$ cat src/shared/qsc_pkg.sv
/*
  shared constants and carriers of the quad mode / status control block.
  assumes a 25 MHz system clock and an spi host on the quad_io_lines.
*/
package qsc_pkg;
  localparam int CLK_PERIOD_NS = 40;
  localparam int WAKE_UNIT_NS = 1000;
  localparam int WAKE_COUNT = 2;
  localparam int WAKE_TIME_NS = (WAKE_COUNT + 1) * WAKE_UNIT_NS;
  localparam logic [15:0] WAKE_CYCLES = 16'((WAKE_TIME_NS + CLK_PERIOD_NS - 1) / CLK_PERIOD_NS);
  localparam int STATUS_WRITE_TIME_NS = 5000;
  localparam logic [15:0] STATUS_WRITE_CYCLES = 16'((STATUS_WRITE_TIME_NS + CLK_PERIOD_NS - 1) / CLK_PERIOD_NS);
  localparam logic [15:0] OP_CYCLES_RESET = 16'h00FA;

  localparam logic [7:0] OP_READ_STATUS1 = 8'h05;
  localparam logic [7:0] OP_READ_STATUS2 = 8'h35;
  localparam logic [7:0] OP_WRITE_STATUS = 8'h01;
  localparam logic [7:0] OP_POWER_DOWN = 8'hB9;
  localparam logic [7:0] OP_WAKE = 8'hAB;
  localparam logic [7:0] OP_READ_PARAM = 8'h5A;
  localparam logic [7:0] OP_QUAD_IO_READ = 8'hEB;
  localparam logic [7:0] OP_QPI_ENTER = 8'h38;
  localparam logic [3:0] MODE_KEEP_NIBBLE = 4'hA;
  localparam logic [7:0] MODE_ENTRY = 8'hA5;
  localparam logic [7:0] MODE_EXIT = 8'h00;
  localparam logic [31:0] RESET_PATTERN = 32'hFFFFFFFF;
  localparam int QUAD_IO_ENABLE_POS = 1;

  localparam logic [5:0] CMD_LAST = 6'h07;
  localparam logic [5:0] CMD_DONE = 6'h08;
  localparam logic [5:0] WRSR_DONE = 6'h10;
  localparam logic [5:0] PADDR_LAST = 6'h17;
  localparam logic [5:0] PDUMMY_LAST = 6'h07;
  localparam logic [5:0] QADDR_LAST = 6'h07;
  localparam logic [5:0] QDUMMY_LAST = 6'h03;

  localparam logic [7:0] STATUS1_RESET = 8'h00;
  localparam logic [7:0] STATUS2_RESET = 8'h00;
  localparam logic [5:0] SYNC_IDLE = 6'h20;

  localparam logic [7:0] PARAM_D14_ADDR = 8'h34;
  localparam logic [31:0] PARAM_DWORD14 = 32'h5CD5A2F7;
  localparam logic [7:0] PARAM_D15_ADDR = 8'h38;
  localparam logic [31:0] PARAM_DWORD15 = 32'hFF59F600;
  localparam logic [7:0] RESERVED_FIELD_FILL = 8'hFF;

  localparam logic [3:0] REG_CONTROL = 4'h0;
  localparam logic [3:0] REG_OP_CYCLES = 4'h4;
  localparam logic [3:0] REG_STATE = 4'h8;

  typedef enum logic [3:0] {
    PH_IDLE, PH_CMD, PH_WRSR, PH_PADDR, PH_PDUMMY, PH_POUT,
    PH_SOUT, PH_QADDR, PH_QDUMMY, PH_QOUT, PH_IGNORE
  } qsc_phase_type;

  typedef struct packed {
    logic read;
    logic write;
    logic [3:0] address;
    logic [31:0] writedata;
  } qsc_avm_req_type;

  typedef struct packed {
    logic [3:0] out;
    logic [3:0] oe;
  } qsc_pins_type;

  typedef struct packed {
    logic [5:0] sync1;
    logic [5:0] sync2;
    logic [5:0] sync3;
    logic [5:0] filt;
    logic [5:0] filt_q;
    qsc_phase_type phase;
    logic [5:0] cnt;
    logic [31:0] shin;
    logic [7:0] shout;
    logic [7:0] status1;
    logic [7:0] status2;
    logic powered_down;
    logic [15:0] wake_cnt;
    logic [15:0] busy_cnt;
    logic continuous;
    logic cont_pending;
    logic [15:0] op_cycles;
    logic [7:0] param_addr;
    qsc_pins_type pins;
    logic ack;
    logic [31:0] readdata;
  } qsc_state_type;
endpackage

$ cat src/verilog/qsc_param_rom.sv
/*
  parameter table rom: two parameter dwords, all else reads as fill.
  assumes addr is stable for a cycle before data is used.
*/
`timescale 1ns/1ps
module qsc_param_rom
  import qsc_pkg::*;
(
  input wire logic sys_clk,
  input wire logic reset,
  input wire logic [7:0] addr,
  output logic [7:0] data
);
  logic [7:0] next_data;

  always_comb begin
    next_data = RESERVED_FIELD_FILL;
    for (int i = 0; i < 4; i++) begin
      if (addr == PARAM_D14_ADDR + 8'(i)) begin
        next_data = PARAM_DWORD14[8*i +: 8];
      end
      if (addr == PARAM_D15_ADDR + 8'(i)) begin
        next_data = PARAM_DWORD15[8*i +: 8];
      end
    end
  end

  always_ff @(posedge sys_clk or posedge reset) begin
    if (reset) begin
      data <= RESERVED_FIELD_FILL;
    end else begin
      data <= next_data;
    end
  end
endmodule

$ cat src/verilog/qsc_quad_mode_status_control.sv
/*
  spi flash command logic: status, quad enable, power down, continuous quad read.
  assumes sclk, cs_n and quad_io_lines come from outside this clock domain,
  with sclk slow enough for eight or more sys_clk cycles per period.
*/
// Local design decisions: the register addresses and register access over Avalon-MM.
`timescale 1ns/1ps
module qsc_quad_mode_status_control
  import qsc_pkg::*;
(
  input wire logic sys_clk,
  input wire logic reset,
  input wire qsc_avm_req_type avm_req,
  output logic [31:0] avm_readdata,
  output logic avm_waitrequest,
  input wire logic sclk_in,
  input wire logic cs_n_in,
  input wire logic [3:0] quad_io_lines_in,
  output logic [3:0] quad_io_lines_out,
  output logic [3:0] quad_io_lines_oe
);
  qsc_state_type r;
  qsc_state_type s;
  logic [7:0] rom_data;
  logic write_in_progress_flag;
  logic quad_io_enable_bit;
  logic waking;
  logic [7:0] status1_byte;
  logic [7:0] cmd_byte;
  logic [31:0] quad_word;
  logic [7:0] out_byte;
  logic cs_n;
  logic rise;
  logic fall;
  logic cs_fall;
  logic cs_rise;

  // next phase after an opcode, given power and busy state
  function automatic qsc_phase_type cmd_phase(input logic [7:0] op, input logic pd,
                                              input logic wk, input logic bsy, input logic qen);
    qsc_phase_type ph;
    ph = PH_IGNORE;
    if (wk) begin
      ph = PH_IGNORE;
    end else if (pd) begin
      ph = (op == OP_WAKE) ? PH_CMD : PH_IGNORE;
    end else begin
      case (op)
        OP_READ_STATUS1, OP_READ_STATUS2: ph = PH_SOUT;
        OP_WRITE_STATUS: ph = bsy ? PH_IGNORE : PH_WRSR;
        OP_READ_PARAM: ph = bsy ? PH_IGNORE : PH_PADDR;
        OP_QUAD_IO_READ: ph = (qen && !bsy) ? PH_QADDR : PH_IGNORE;
        OP_POWER_DOWN: ph = bsy ? PH_IGNORE : PH_CMD;
        default: ph = PH_IGNORE;
      endcase
    end
    return ph;
  endfunction

  qsc_param_rom u_rom (
    .sys_clk(sys_clk),
    .reset(reset),
    .addr(r.param_addr),
    .data(rom_data)
  );

  assign write_in_progress_flag = r.busy_cnt != 16'h0000;
  assign quad_io_enable_bit = r.status2[QUAD_IO_ENABLE_POS];
  assign waking = r.wake_cnt != 16'h0000;
  assign status1_byte = {r.status1[7:1], write_in_progress_flag};
  assign cs_n = r.filt[5];
  assign rise = r.filt[4] & ~r.filt_q[4] & ~cs_n;
  assign fall = ~r.filt[4] & r.filt_q[4] & ~cs_n;
  assign cs_fall = ~cs_n & r.filt_q[5];
  assign cs_rise = cs_n & ~r.filt_q[5];
  assign cmd_byte = {r.shin[6:0], r.filt[0]};
  assign quad_word = {r.shin[27:0], r.filt[3:0]};
  assign out_byte = (r.phase == PH_POUT) ? rom_data :
                    (r.shin[7:0] == OP_READ_STATUS2) ? r.status2 : status1_byte;

  assign avm_waitrequest = (avm_req.read | avm_req.write) & ~r.ack;
  assign avm_readdata = r.readdata;
  assign quad_io_lines_out = r.pins.out;
  assign quad_io_lines_oe = r.pins.oe;

  always_comb begin
    s = r;
    // three-stage input sampling, a change counts when stages two and three agree
    s.sync1 = {cs_n_in, sclk_in, quad_io_lines_in};
    s.sync2 = r.sync1;
    s.sync3 = r.sync2;
    s.filt_q = r.filt;
    for (int i = 0; i < 6; i++) begin
      if (r.sync2[i] == r.sync3[i]) begin
        s.filt[i] = r.sync3[i];
      end
    end

    // timers
    if (waking) begin
      s.wake_cnt = r.wake_cnt - 16'h0001;
    end
    if (write_in_progress_flag) begin
      s.busy_cnt = r.busy_cnt - 16'h0001;
    end

    // register bus, answered one cycle after the request
    s.ack = (avm_req.read | avm_req.write) & ~r.ack;
    if (avm_req.read && !r.ack) begin
      unique case (avm_req.address)
        REG_OP_CYCLES: s.readdata = {16'h0000, r.op_cycles};
        REG_STATE: s.readdata = {12'h000, r.continuous, r.powered_down, waking,
                                 write_in_progress_flag, r.status2, status1_byte};
        default: s.readdata = 32'h00000000;
      endcase
    end
    if (avm_req.write && r.ack) begin
      if (avm_req.address == REG_CONTROL && avm_req.writedata[0] && !write_in_progress_flag) begin
        s.busy_cnt = r.op_cycles;
      end
      if (avm_req.address == REG_OP_CYCLES) begin
        s.op_cycles = avm_req.writedata[15:0];
      end
    end

    // spi frame handling
    if (cs_fall) begin
      s.phase = r.continuous ? PH_QADDR : PH_CMD;
      s.cnt = 6'h00;
    end else if (cs_rise) begin
      if (r.phase == PH_CMD && r.cnt == CMD_DONE) begin
        if (r.shin[7:0] == OP_POWER_DOWN) begin
          s.powered_down = 1'b1;
        end else if (r.shin[7:0] == OP_WAKE) begin
          s.powered_down = 1'b0;
          s.wake_cnt = WAKE_CYCLES;
        end
      end
      if (r.phase == PH_WRSR && r.cnt == WRSR_DONE) begin
        s.status1 = {r.shin[15:10], r.status1[1:0]};
        s.status2 = r.shin[7:0];
        s.busy_cnt = STATUS_WRITE_CYCLES;
      end
      if (r.phase == PH_QDUMMY || r.phase == PH_QOUT) begin
        s.continuous = r.cont_pending;
      end
      s.phase = PH_IDLE;
      s.pins.oe = 4'h0;
    end else if (rise) begin
      unique case (r.phase)
        PH_CMD: begin
          if (r.cnt == CMD_DONE) begin
            s.phase = PH_IGNORE;
          end else begin
            s.shin = {r.shin[30:0], r.filt[0]};
            s.cnt = r.cnt + 6'h01;
            if (r.cnt == CMD_LAST) begin
              s.phase = cmd_phase(cmd_byte, r.powered_down, waking,
                                  write_in_progress_flag, quad_io_enable_bit);
              if (s.phase != PH_CMD) begin
                s.cnt = 6'h00;
              end
            end
          end
        end
        PH_WRSR: begin
          if (r.cnt == WRSR_DONE) begin
            s.phase = PH_IGNORE;
          end else begin
            s.shin = {r.shin[30:0], r.filt[0]};
            s.cnt = r.cnt + 6'h01;
          end
        end
        PH_PADDR: begin
          s.shin = {r.shin[30:0], r.filt[0]};
          s.cnt = r.cnt + 6'h01;
          if (r.cnt == PADDR_LAST) begin
            s.param_addr = cmd_byte;
            s.phase = PH_PDUMMY;
            s.cnt = 6'h00;
          end
        end
        PH_PDUMMY: begin
          s.cnt = r.cnt + 6'h01;
          if (r.cnt == PDUMMY_LAST) begin
            s.phase = PH_POUT;
            s.cnt = 6'h00;
          end
        end
        PH_SOUT, PH_POUT: begin
          s.cnt = r.cnt + 6'h01;
          if (r.phase == PH_POUT && r.cnt[2:0] == 3'h7) begin
            s.param_addr = r.param_addr + 8'h01;
          end
        end
        PH_QADDR: begin
          s.shin = quad_word;
          s.cnt = r.cnt + 6'h01;
          if (r.cnt == QADDR_LAST) begin
            if (r.continuous && quad_word == RESET_PATTERN) begin
              s.continuous = 1'b0;
              s.phase = PH_IGNORE;
            end else begin
              s.cont_pending = quad_io_enable_bit && quad_word[7:4] == MODE_KEEP_NIBBLE;
              s.phase = PH_QDUMMY;
              s.cnt = 6'h00;
            end
          end
        end
        PH_QDUMMY: begin
          s.cnt = r.cnt + 6'h01;
          if (r.cnt == QDUMMY_LAST) begin
            s.phase = PH_QOUT;
          end
        end
        PH_IDLE, PH_QOUT, PH_IGNORE: begin
        end
      endcase
    end else if (fall) begin
      if (r.phase == PH_SOUT || r.phase == PH_POUT) begin
        if (r.cnt[2:0] == 3'h0) begin
          s.shout = out_byte;
        end else begin
          s.shout = {r.shout[6:0], 1'b0};
        end
        s.pins.out = {2'h0, s.shout[7], 1'b0};
        s.pins.oe = 4'h2;
      end else if (r.phase == PH_QOUT) begin
        // array contents are outside this block: erased data
        s.pins.out = 4'hF;
        s.pins.oe = 4'hF;
      end
    end
  end

  always_ff @(posedge sys_clk or posedge reset) begin
    if (reset) begin
      r <= '0;
      r.sync1 <= SYNC_IDLE;
      r.sync2 <= SYNC_IDLE;
      r.sync3 <= SYNC_IDLE;
      r.filt <= SYNC_IDLE;
      r.filt_q <= SYNC_IDLE;
      r.status1 <= STATUS1_RESET;
      r.status2 <= STATUS2_RESET;
      r.op_cycles <= OP_CYCLES_RESET;
    end else begin
      r <= s;
    end
  end
endmodule
$ cat config.mk
export PLATFORM = sky130hd
export DESIGN_NAME = qsc_quad_mode_status_control
export DESIGN_NICKNAME = d
export VERILOG_FILES = /design/src/shared/qsc_pkg.sv /design/src/verilog/qsc_param_rom.sv /design/src/verilog/qsc_quad_mode_status_control.sv
export SDC_FILE = /design/constraint.sdc
export NUM_CORES = 1
export LEC_CHECK = 0
export BUFFER_PORTS_ARGS = -buffer_cell sky130_fd_sc_hd__buf_4
export CELL_PAD_IN_SITES_DETAIL_PLACEMENT = 0
export CELL_PAD_IN_SITES_GLOBAL_PLACEMENT = 1
export CORE_ASPECT_RATIO = 1.2
export CORE_UTILIZATION = 47
export DETAILED_ROUTE_END_ITERATION = 10
export PLACE_DENSITY = 0.87
export SKIP_CTS_REPAIR_TIMING = 1
export SYNTH_ARGS = -nofsm -noshare
export SYNTH_HDL_FRONTEND = slang
export SYNTH_SLANG_ARGS = --single-unit
$ cat constraint.sdc
create_clock -name sys_clk -period 5.86 [get_ports sys_clk]
set_clock_uncertainty 0.05 [all_clocks]
set_input_delay 0 -clock sys_clk [delete_from_list [all_inputs] [get_ports sys_clk]]
set_output_delay 0 -clock sys_clk [all_outputs]
set_load 0.01 [all_outputs]
==> reports/results.ini, run 1 <==
[run_status]
outcome=complete, no violations

[power]
ir_drop_uv=232
power_w=0.00331
powerDensity_mw_per_mm2=323
p_leak_nw=4.64

[synth]
netlist_instances=929
synthFlopType=dfrtp_1
synth_edf_count=0
syn_area_per_cell_um2=9.78
synth.cell_area_mm2=0.00908
synth_seq_area_share_pct=48.5
synth_area_leaders=dfrtp_1, dfstp_2, nand2_1, mux2_2, mux2i_1
synthArstFlopShare_pct=100
synth_top_area_cell=dfrtp_1
yosysWarnings=0
ys_types=66
yosysTopAreaCellShare_pct=43.5
yosys_register_bits=175

[setup_path]
required_ns=6.16
cp-end-kind=flip-flop
slowest_delay_ns=0.90
reg2reg_depth=5
cp_max_fo=32
cp_cell_sequence=nor2b_1 -> nand3_2 -> o31ai_1 -> nand3_1 -> o211ai_1
cp_slowest_cell=o31ai_1
start_kind=flip-flop
worst-path-stages=5
worstPathArrival_ns=3.85
path_class=reg2reg
crit_buf_inv=0
critical_path.top_delay_family=simple AND/OR/NAND/NOR gates

[floorplan]
start_util_pct=48.0
num_rows=55
fp.dieW_um=129
core-area_mm2=0.0189
io_pins=87
fp.dieH_um=154
die_area_mm2=0.0199

[timing]
finalSetupViolations=0
slew_headroom_pct=29.7
final.period_utilization_pct=60.5
hold_viol_final=0
slew_violations=0
rsz0062_at_grt=false
fmax_mhz=282
fin_setup_tns_ns=0
worst_slew_pin_slew_ns=1.05
whs_ns=0.0858
min_period_ns=3.55

[cells_and_area]
layout-drive-gt1-share_pct=16.3
fin_cells=1225
antenna_cells=0
final_core_util_pct=54.2
layout_commonest_cell=dfrtp_1
area_growth_pct=13.0
fillCellCount=1686
most-common-layout-cells=dfrtp_1, nand2_1, buf_4, nor2_1, o21ai_0
nNetsFinal=1014

[global_routing]
grt_pass1_vias=6579
grt_first_pass_wirelength_mm=33.5
grt_start_max_net_pins=100
grt.overflow.total=0
antenna_found_initial=0
track_usage_pct=21.6

[routing]
first_pass_iters=7
viasPerCell=5.63
wl_mm=20.6
drt_iter0_drc=493
via_count=6896
wl_per_cell_um=16.8
antenna_left=0
drc=0

[cts]
clk-insertion-delay-late_ns=0.44
clk_pin_slew_ns=0.07
numCtsBuffers=17
cts-root-buf=clkbuf_16
htree_levels=4
cts_buffer_depth=2
cts_sinks=175
tritoncts=done

[placed_design]
port_buffers=58
gp_congestion=0.877
placed_cells_incl_taps=1168
dpl.hpwl_mm=14.0

[hold_path]
holdPathStages=4
worst_hold_path_type=in2reg

[flow_run]
cap_violations=0

final cells by class:
cell class              count  area (um2)  area share [%]
multi-input cells         634        4080            39.7
clock inverters            14         148            1.44
inverters                  38         148            1.44
clock buffers              18         429            4.18
repair buffers             90         738            7.20
well taps                 256         320            3.12
flip-flops and latches    175        4400            42.9
power breakdown:
group	switching, W	internal [W]	total (W)	leakage, nW
Combinational	0.000401	0.000297	0.000698	2.12
Clock	0.000508	0.000599	0.00111	0.266
Sequential	0.000185	0.00132	0.00151	2.25
worst register-to-register path, cell delays in order (launching register included):
cell	delay (ns)
dfrtp_1	0.68
nor2b_1	0.52
nand3_2	0.83
o31ai_1	0.90
nand3_1	0.25
o211ai_1	0.23
state kept, by name, summed over array words and instances, names as in the netlist:
| register | cells |
|---|---|
| cmd_byte | 8 |
| quad_io_enable_bit | 1 |
| cs_n | 1 |
| quad_io_lines_oe | 2 |
| quad_io_lines_out | 2 |
| avm_readdata | 20 |
| u_rom.data | 6 |
| r | 111 |
| quad_word | 24 |
Yosys cell counts (all sizes together), types with 6 or more instances:
cell    instances
clkbuf         37
mux2i          33
a222oi         15
maj3            6
nand2b         13
nand4          22
nor3b           8
a22o            9
nand3b          6
o21ai          60
nor4           19
dfrtp         158
buf            56
nand2         100
xor2           16
a211oi         14
inv            38
ha             12
nor2b          16
nor2           61
a21oi          46
a31oi          11
xnor2          13
mux2           30
nand3          25
and2            6
dfstp          17
nor3           15
logic make-up (layout without fill, tap and decap cells):
logic type / Yosys count / after routing / synth area share (%)
buffers and inverters: 131 / 160 / 7.23
XOR/XNOR: 29 / 29 / 2.80
other: 1 / 12 / 0.0413
AO/OA/AOI/OAI: 195 / 195 / 14.0
flip-flops: 175 / 175 / 48.5
AND/OR/NAND/NOR: 317 / 317 / 17.8
adder cells (fa/ha/maj): 18 / 18 / 2.31
multiplexers: 63 / 63 / 7.36
through the flow:
stage	worst slack (ns)	area, um2
floorplan	1.09	9120
global placement	2.37	9430
detailed placement	2.32	9430
CTS	2.29	10000
global route	1.98	10300
finish	2.31	10300
final timing paths:
path / start / end / slack (ns)
setup reg to reg: r[162]$_DFFE_PP0P_ / r[159]$_DFFE_PP0P_ / 2.31
setup / recovery: r[162]$_DFFE_PP0P_ / r[159]$_DFFE_PP0P_ / 2.31
hold reg to reg: r[194]$_DFF_PP0_ / r[188]$_DFF_PP0_ / 0.30
min in group asynchronous: reset / avm_readdata[12]$_DFFE_PP0P_ / 0.26
hold / removal: avm_req[33] / avm_readdata[1]$_DFFE_PP0P_ / 0.09
max in group asynchronous: reset / r[161]$_DFFE_PP0P_ / 4.01
layer usage:
metal  up-vias  GRT usage (%)  wire length, um
met3        37           3.74              863
met1      3349           28.3             9140
met5         -              0                0
met2       165           34.9            10100
li1       3345              -                -
met4         0           9.41              549
Power figures use the tool's default switching activity.
==> run 2, diff against run 1 <==
==> constraint.sdc (replaced) <==
create_clock -name sys_clk -period 3.43 [get_ports sys_clk]
set_clock_uncertainty 0.05 [all_clocks]
set_input_delay 0 -clock sys_clk [delete_from_list [all_inputs] [get_ports sys_clk]]
set_output_delay 0 -clock sys_clk [all_outputs]
set_load 0.01 [all_outputs]
==> run 2 against run 1 <==
  * Final cell count increased by 0.98%
  * Largest power group unchanged
  * Sequential share of layout area down 0.40 points
  * Routed wire length is 0.43% higher
  * Cell area increased by 0.95%
  * Critical endpoint unchanged
  * Global-route usage grew 0.22 points
  * Critical path depth is 1 higher
  * Core utilization rose by 0.52 points
  * Largest cell class unchanged
  * Power increased by 72%
  * Sequential power rose by 66%
==> reports/results.ini, run 2 (synthesized netlist as in run 1, its figures left out) <==
[run_status]
outcome=complete, no violations

[floorplan]
core-area_mm2=0.0189  ; unchanged
fp.dieH_um=154  ; unchanged
io_pins=87  ; unchanged
fp.dieW_um=129  ; unchanged
num_rows=55  ; unchanged
start_util_pct=48.0  ; unchanged
die_area_mm2=0.0199  ; unchanged

[timing]
finalSetupViolations=0  ; unchanged
worst_slew_pin_slew_ns=1.01  ; -0.0415 ns
fin_ws_ns=0.819  ; -1.50 ns
hold_viol_final=0  ; unchanged
final.period_utilization_pct=76.1  ; +16 points
fmax_mhz=383  ; +36%
slew_headroom_pct=32.5  ; +2.9 points
min_period_ns=2.61  ; -0.935 ns
rsz0062_at_grt=false
slew_violations=0  ; unchanged
fin_setup_tns_ns=0  ; unchanged

[cts]
cts-root-buf=clkbuf_16
tritoncts=done
cts_sinks=175  ; unchanged
clk-insertion-delay-late_ns=0.44  ; about the same
htree_levels=4  ; unchanged
clk_pin_slew_ns=0.06  ; about the same
cts_buffer_depth=2  ; unchanged
numCtsBuffers=17  ; unchanged

[placed_design]
port_buffers=58  ; unchanged
dp_slack_ns=0.793  ; -1.52 ns
gp_congestion=0.879  ; +0.16%
place_area_mm2=0.00952  ; +0.94%
dpl.hpwl_mm=14.2  ; +2.0%

[cells_and_area]
layout-drive-gt1-share_pct=17.2  ; +0.92 points
antenna_cells=0  ; unchanged
layout_commonest_cell=dfrtp_1
final-seq-area_mm2=0.00440  ; unchanged
multi_input_area_mm2=0.00408  ; unchanged
largest_reg_flops=111  ; unchanged
stdcell_area_mm2=0.0104  ; +0.95%
most-common-layout-cells=dfrtp_1, nand2_1, buf_4, nor2_1, o21ai_0
area_growth_pct=14.1
fillCellCount=1641  ; -2.7%
regMostFlops=r
nNetsFinal=1026  ; +1.2%

[setup_path]
required_ns=3.73  ; -2.43 ns
cp_max_fo=13  ; -59%
slowest_delay_ns=0.68  ; -0.22 ns
critical_path.top_delay_family=simple AND/OR/NAND/NOR gates
cp_cell_sequence=inv_1 -> ha_1 -> nor3_1 -> and3_1 -> nand3_1 -> o211ai_1
cp_slowest_cell=nor3_1
cp-end-kind=flip-flop
crit_buf_inv=1  ; +1
regToRegSetupSlack_ns=0.82  ; -1.50 ns
worstPathArrival_ns=2.92  ; -0.93 ns
start_kind=flip-flop
path_class=reg2reg

[global_routing]
track_usage_pct=21.8  ; +0.22 points
use_met1_pct=29.0  ; +0.65 points
grt.overflow.total=0  ; unchanged
met2_usage_pct=35.1  ; +0.21 points
grtUsageMet3_pct=3.56  ; -0.17 points
antenna_found_initial=0  ; unchanged
grt_pass1_vias=6576  ; -0.046%
grt_first_pass_wirelength_mm=33.7  ; +0.60%
grt.busiest_layer=met2
grt_start_max_net_pins=57  ; -43%

[hold_path]
worst_hold_path_type=in2reg

[routing]
wl_per_cell_um=16.7  ; -0.54%
drc=0  ; unchanged
drt_iter0_drc=556  ; +13%
viasPerCell=5.69  ; +1.0%
first_pass_iters=7  ; unchanged
via_count=7033  ; +2.0%
wl_mm=20.7  ; +0.43%
antenna_left=0  ; unchanged

[power]
p_leak_nw=4.71  ; +1.6%
powerDensity_mw_per_mm2=550  ; +71%
ir_drop_uv=363  ; +57%

[flow_run]
cap_violations=0  ; unchanged

[run 2: cell types whose count changed in the layout (fill, tap and decap cells not counted)]
cell	delta
buf_4	+12
inv_8	+1
clkinv_4	+2
clkinv_2	+1
inv_6	-4
clkbuf_1	+1
clkinvlp_4	-3
clkbuf_8	+2
[run 2: metrics by stage]
stage               util [%]  power (W)  instances  hold slack, ns
floorplan                  -    0.00346        940         -0.0455
global placement        50.3    0.00378       1180          0.0591
global route            54.7    0.00601       1237          0.0951
finish                  54.7    0.00570       1237          0.0937
detailed placement      50.3    0.00379       1180          0.0603
CTS                     53.4    0.00571       1212          -0.409
[run 2: area by class of cell]
class / instances / share of cell area [%]
Clock buffer: 21 / 4.45
Multi-Input combinational cell: 634 / 39.4
Sequential cell: 175 / 42.5
Tap cell: 256 / 3.09
Timing Repair Buffer: 102 / 8.00
Inverter: 38 / 1.41
Clock inverter: 11 / 1.21
[run 2: worst paths after layout]
check,to,startpoint,cells past startpoint
min,avm_readdata[1]$_DFFE_PP0P_,avm_req[33],4
min reg2reg,r[186]$_DFF_PP0_,r[192]$_DFF_PP0_,0
max reg2reg,r[159]$_DFFE_PP0P_,r[171]$_DFF_PP1_,6
max in group asynchronous,cmd_byte[3]$_DFFE_PP0P_,reset,4
max,r[159]$_DFFE_PP0P_,r[171]$_DFF_PP1_,6
min in group asynchronous,avm_readdata[14]$_DFFE_PP0P_,reset,3
[run 2: report_power, final]
| part | switching [W] | internal (W) |
|---|---|---|
| sequential | 0.000252 | 0.00226 |
| clock | 0.000850 | 0.00106 |
| combinational | 0.000753 | 0.000527 |
| total | 0.00185 | 0.00384 |
[run 2: per-layer routing]
metal,vias to the layer above,share of wire (%)
li1,3343,-
met1,3464,45
met2,190,49
met3,36,3.9
met4,0,2.4
met5,-,0
[run 2: worst min-delay path, cell delays in order]
cell	delay [ns]
buf_4	0.10
nor4b_2	0.04
buf_4	0.19
a22o_1	0.20
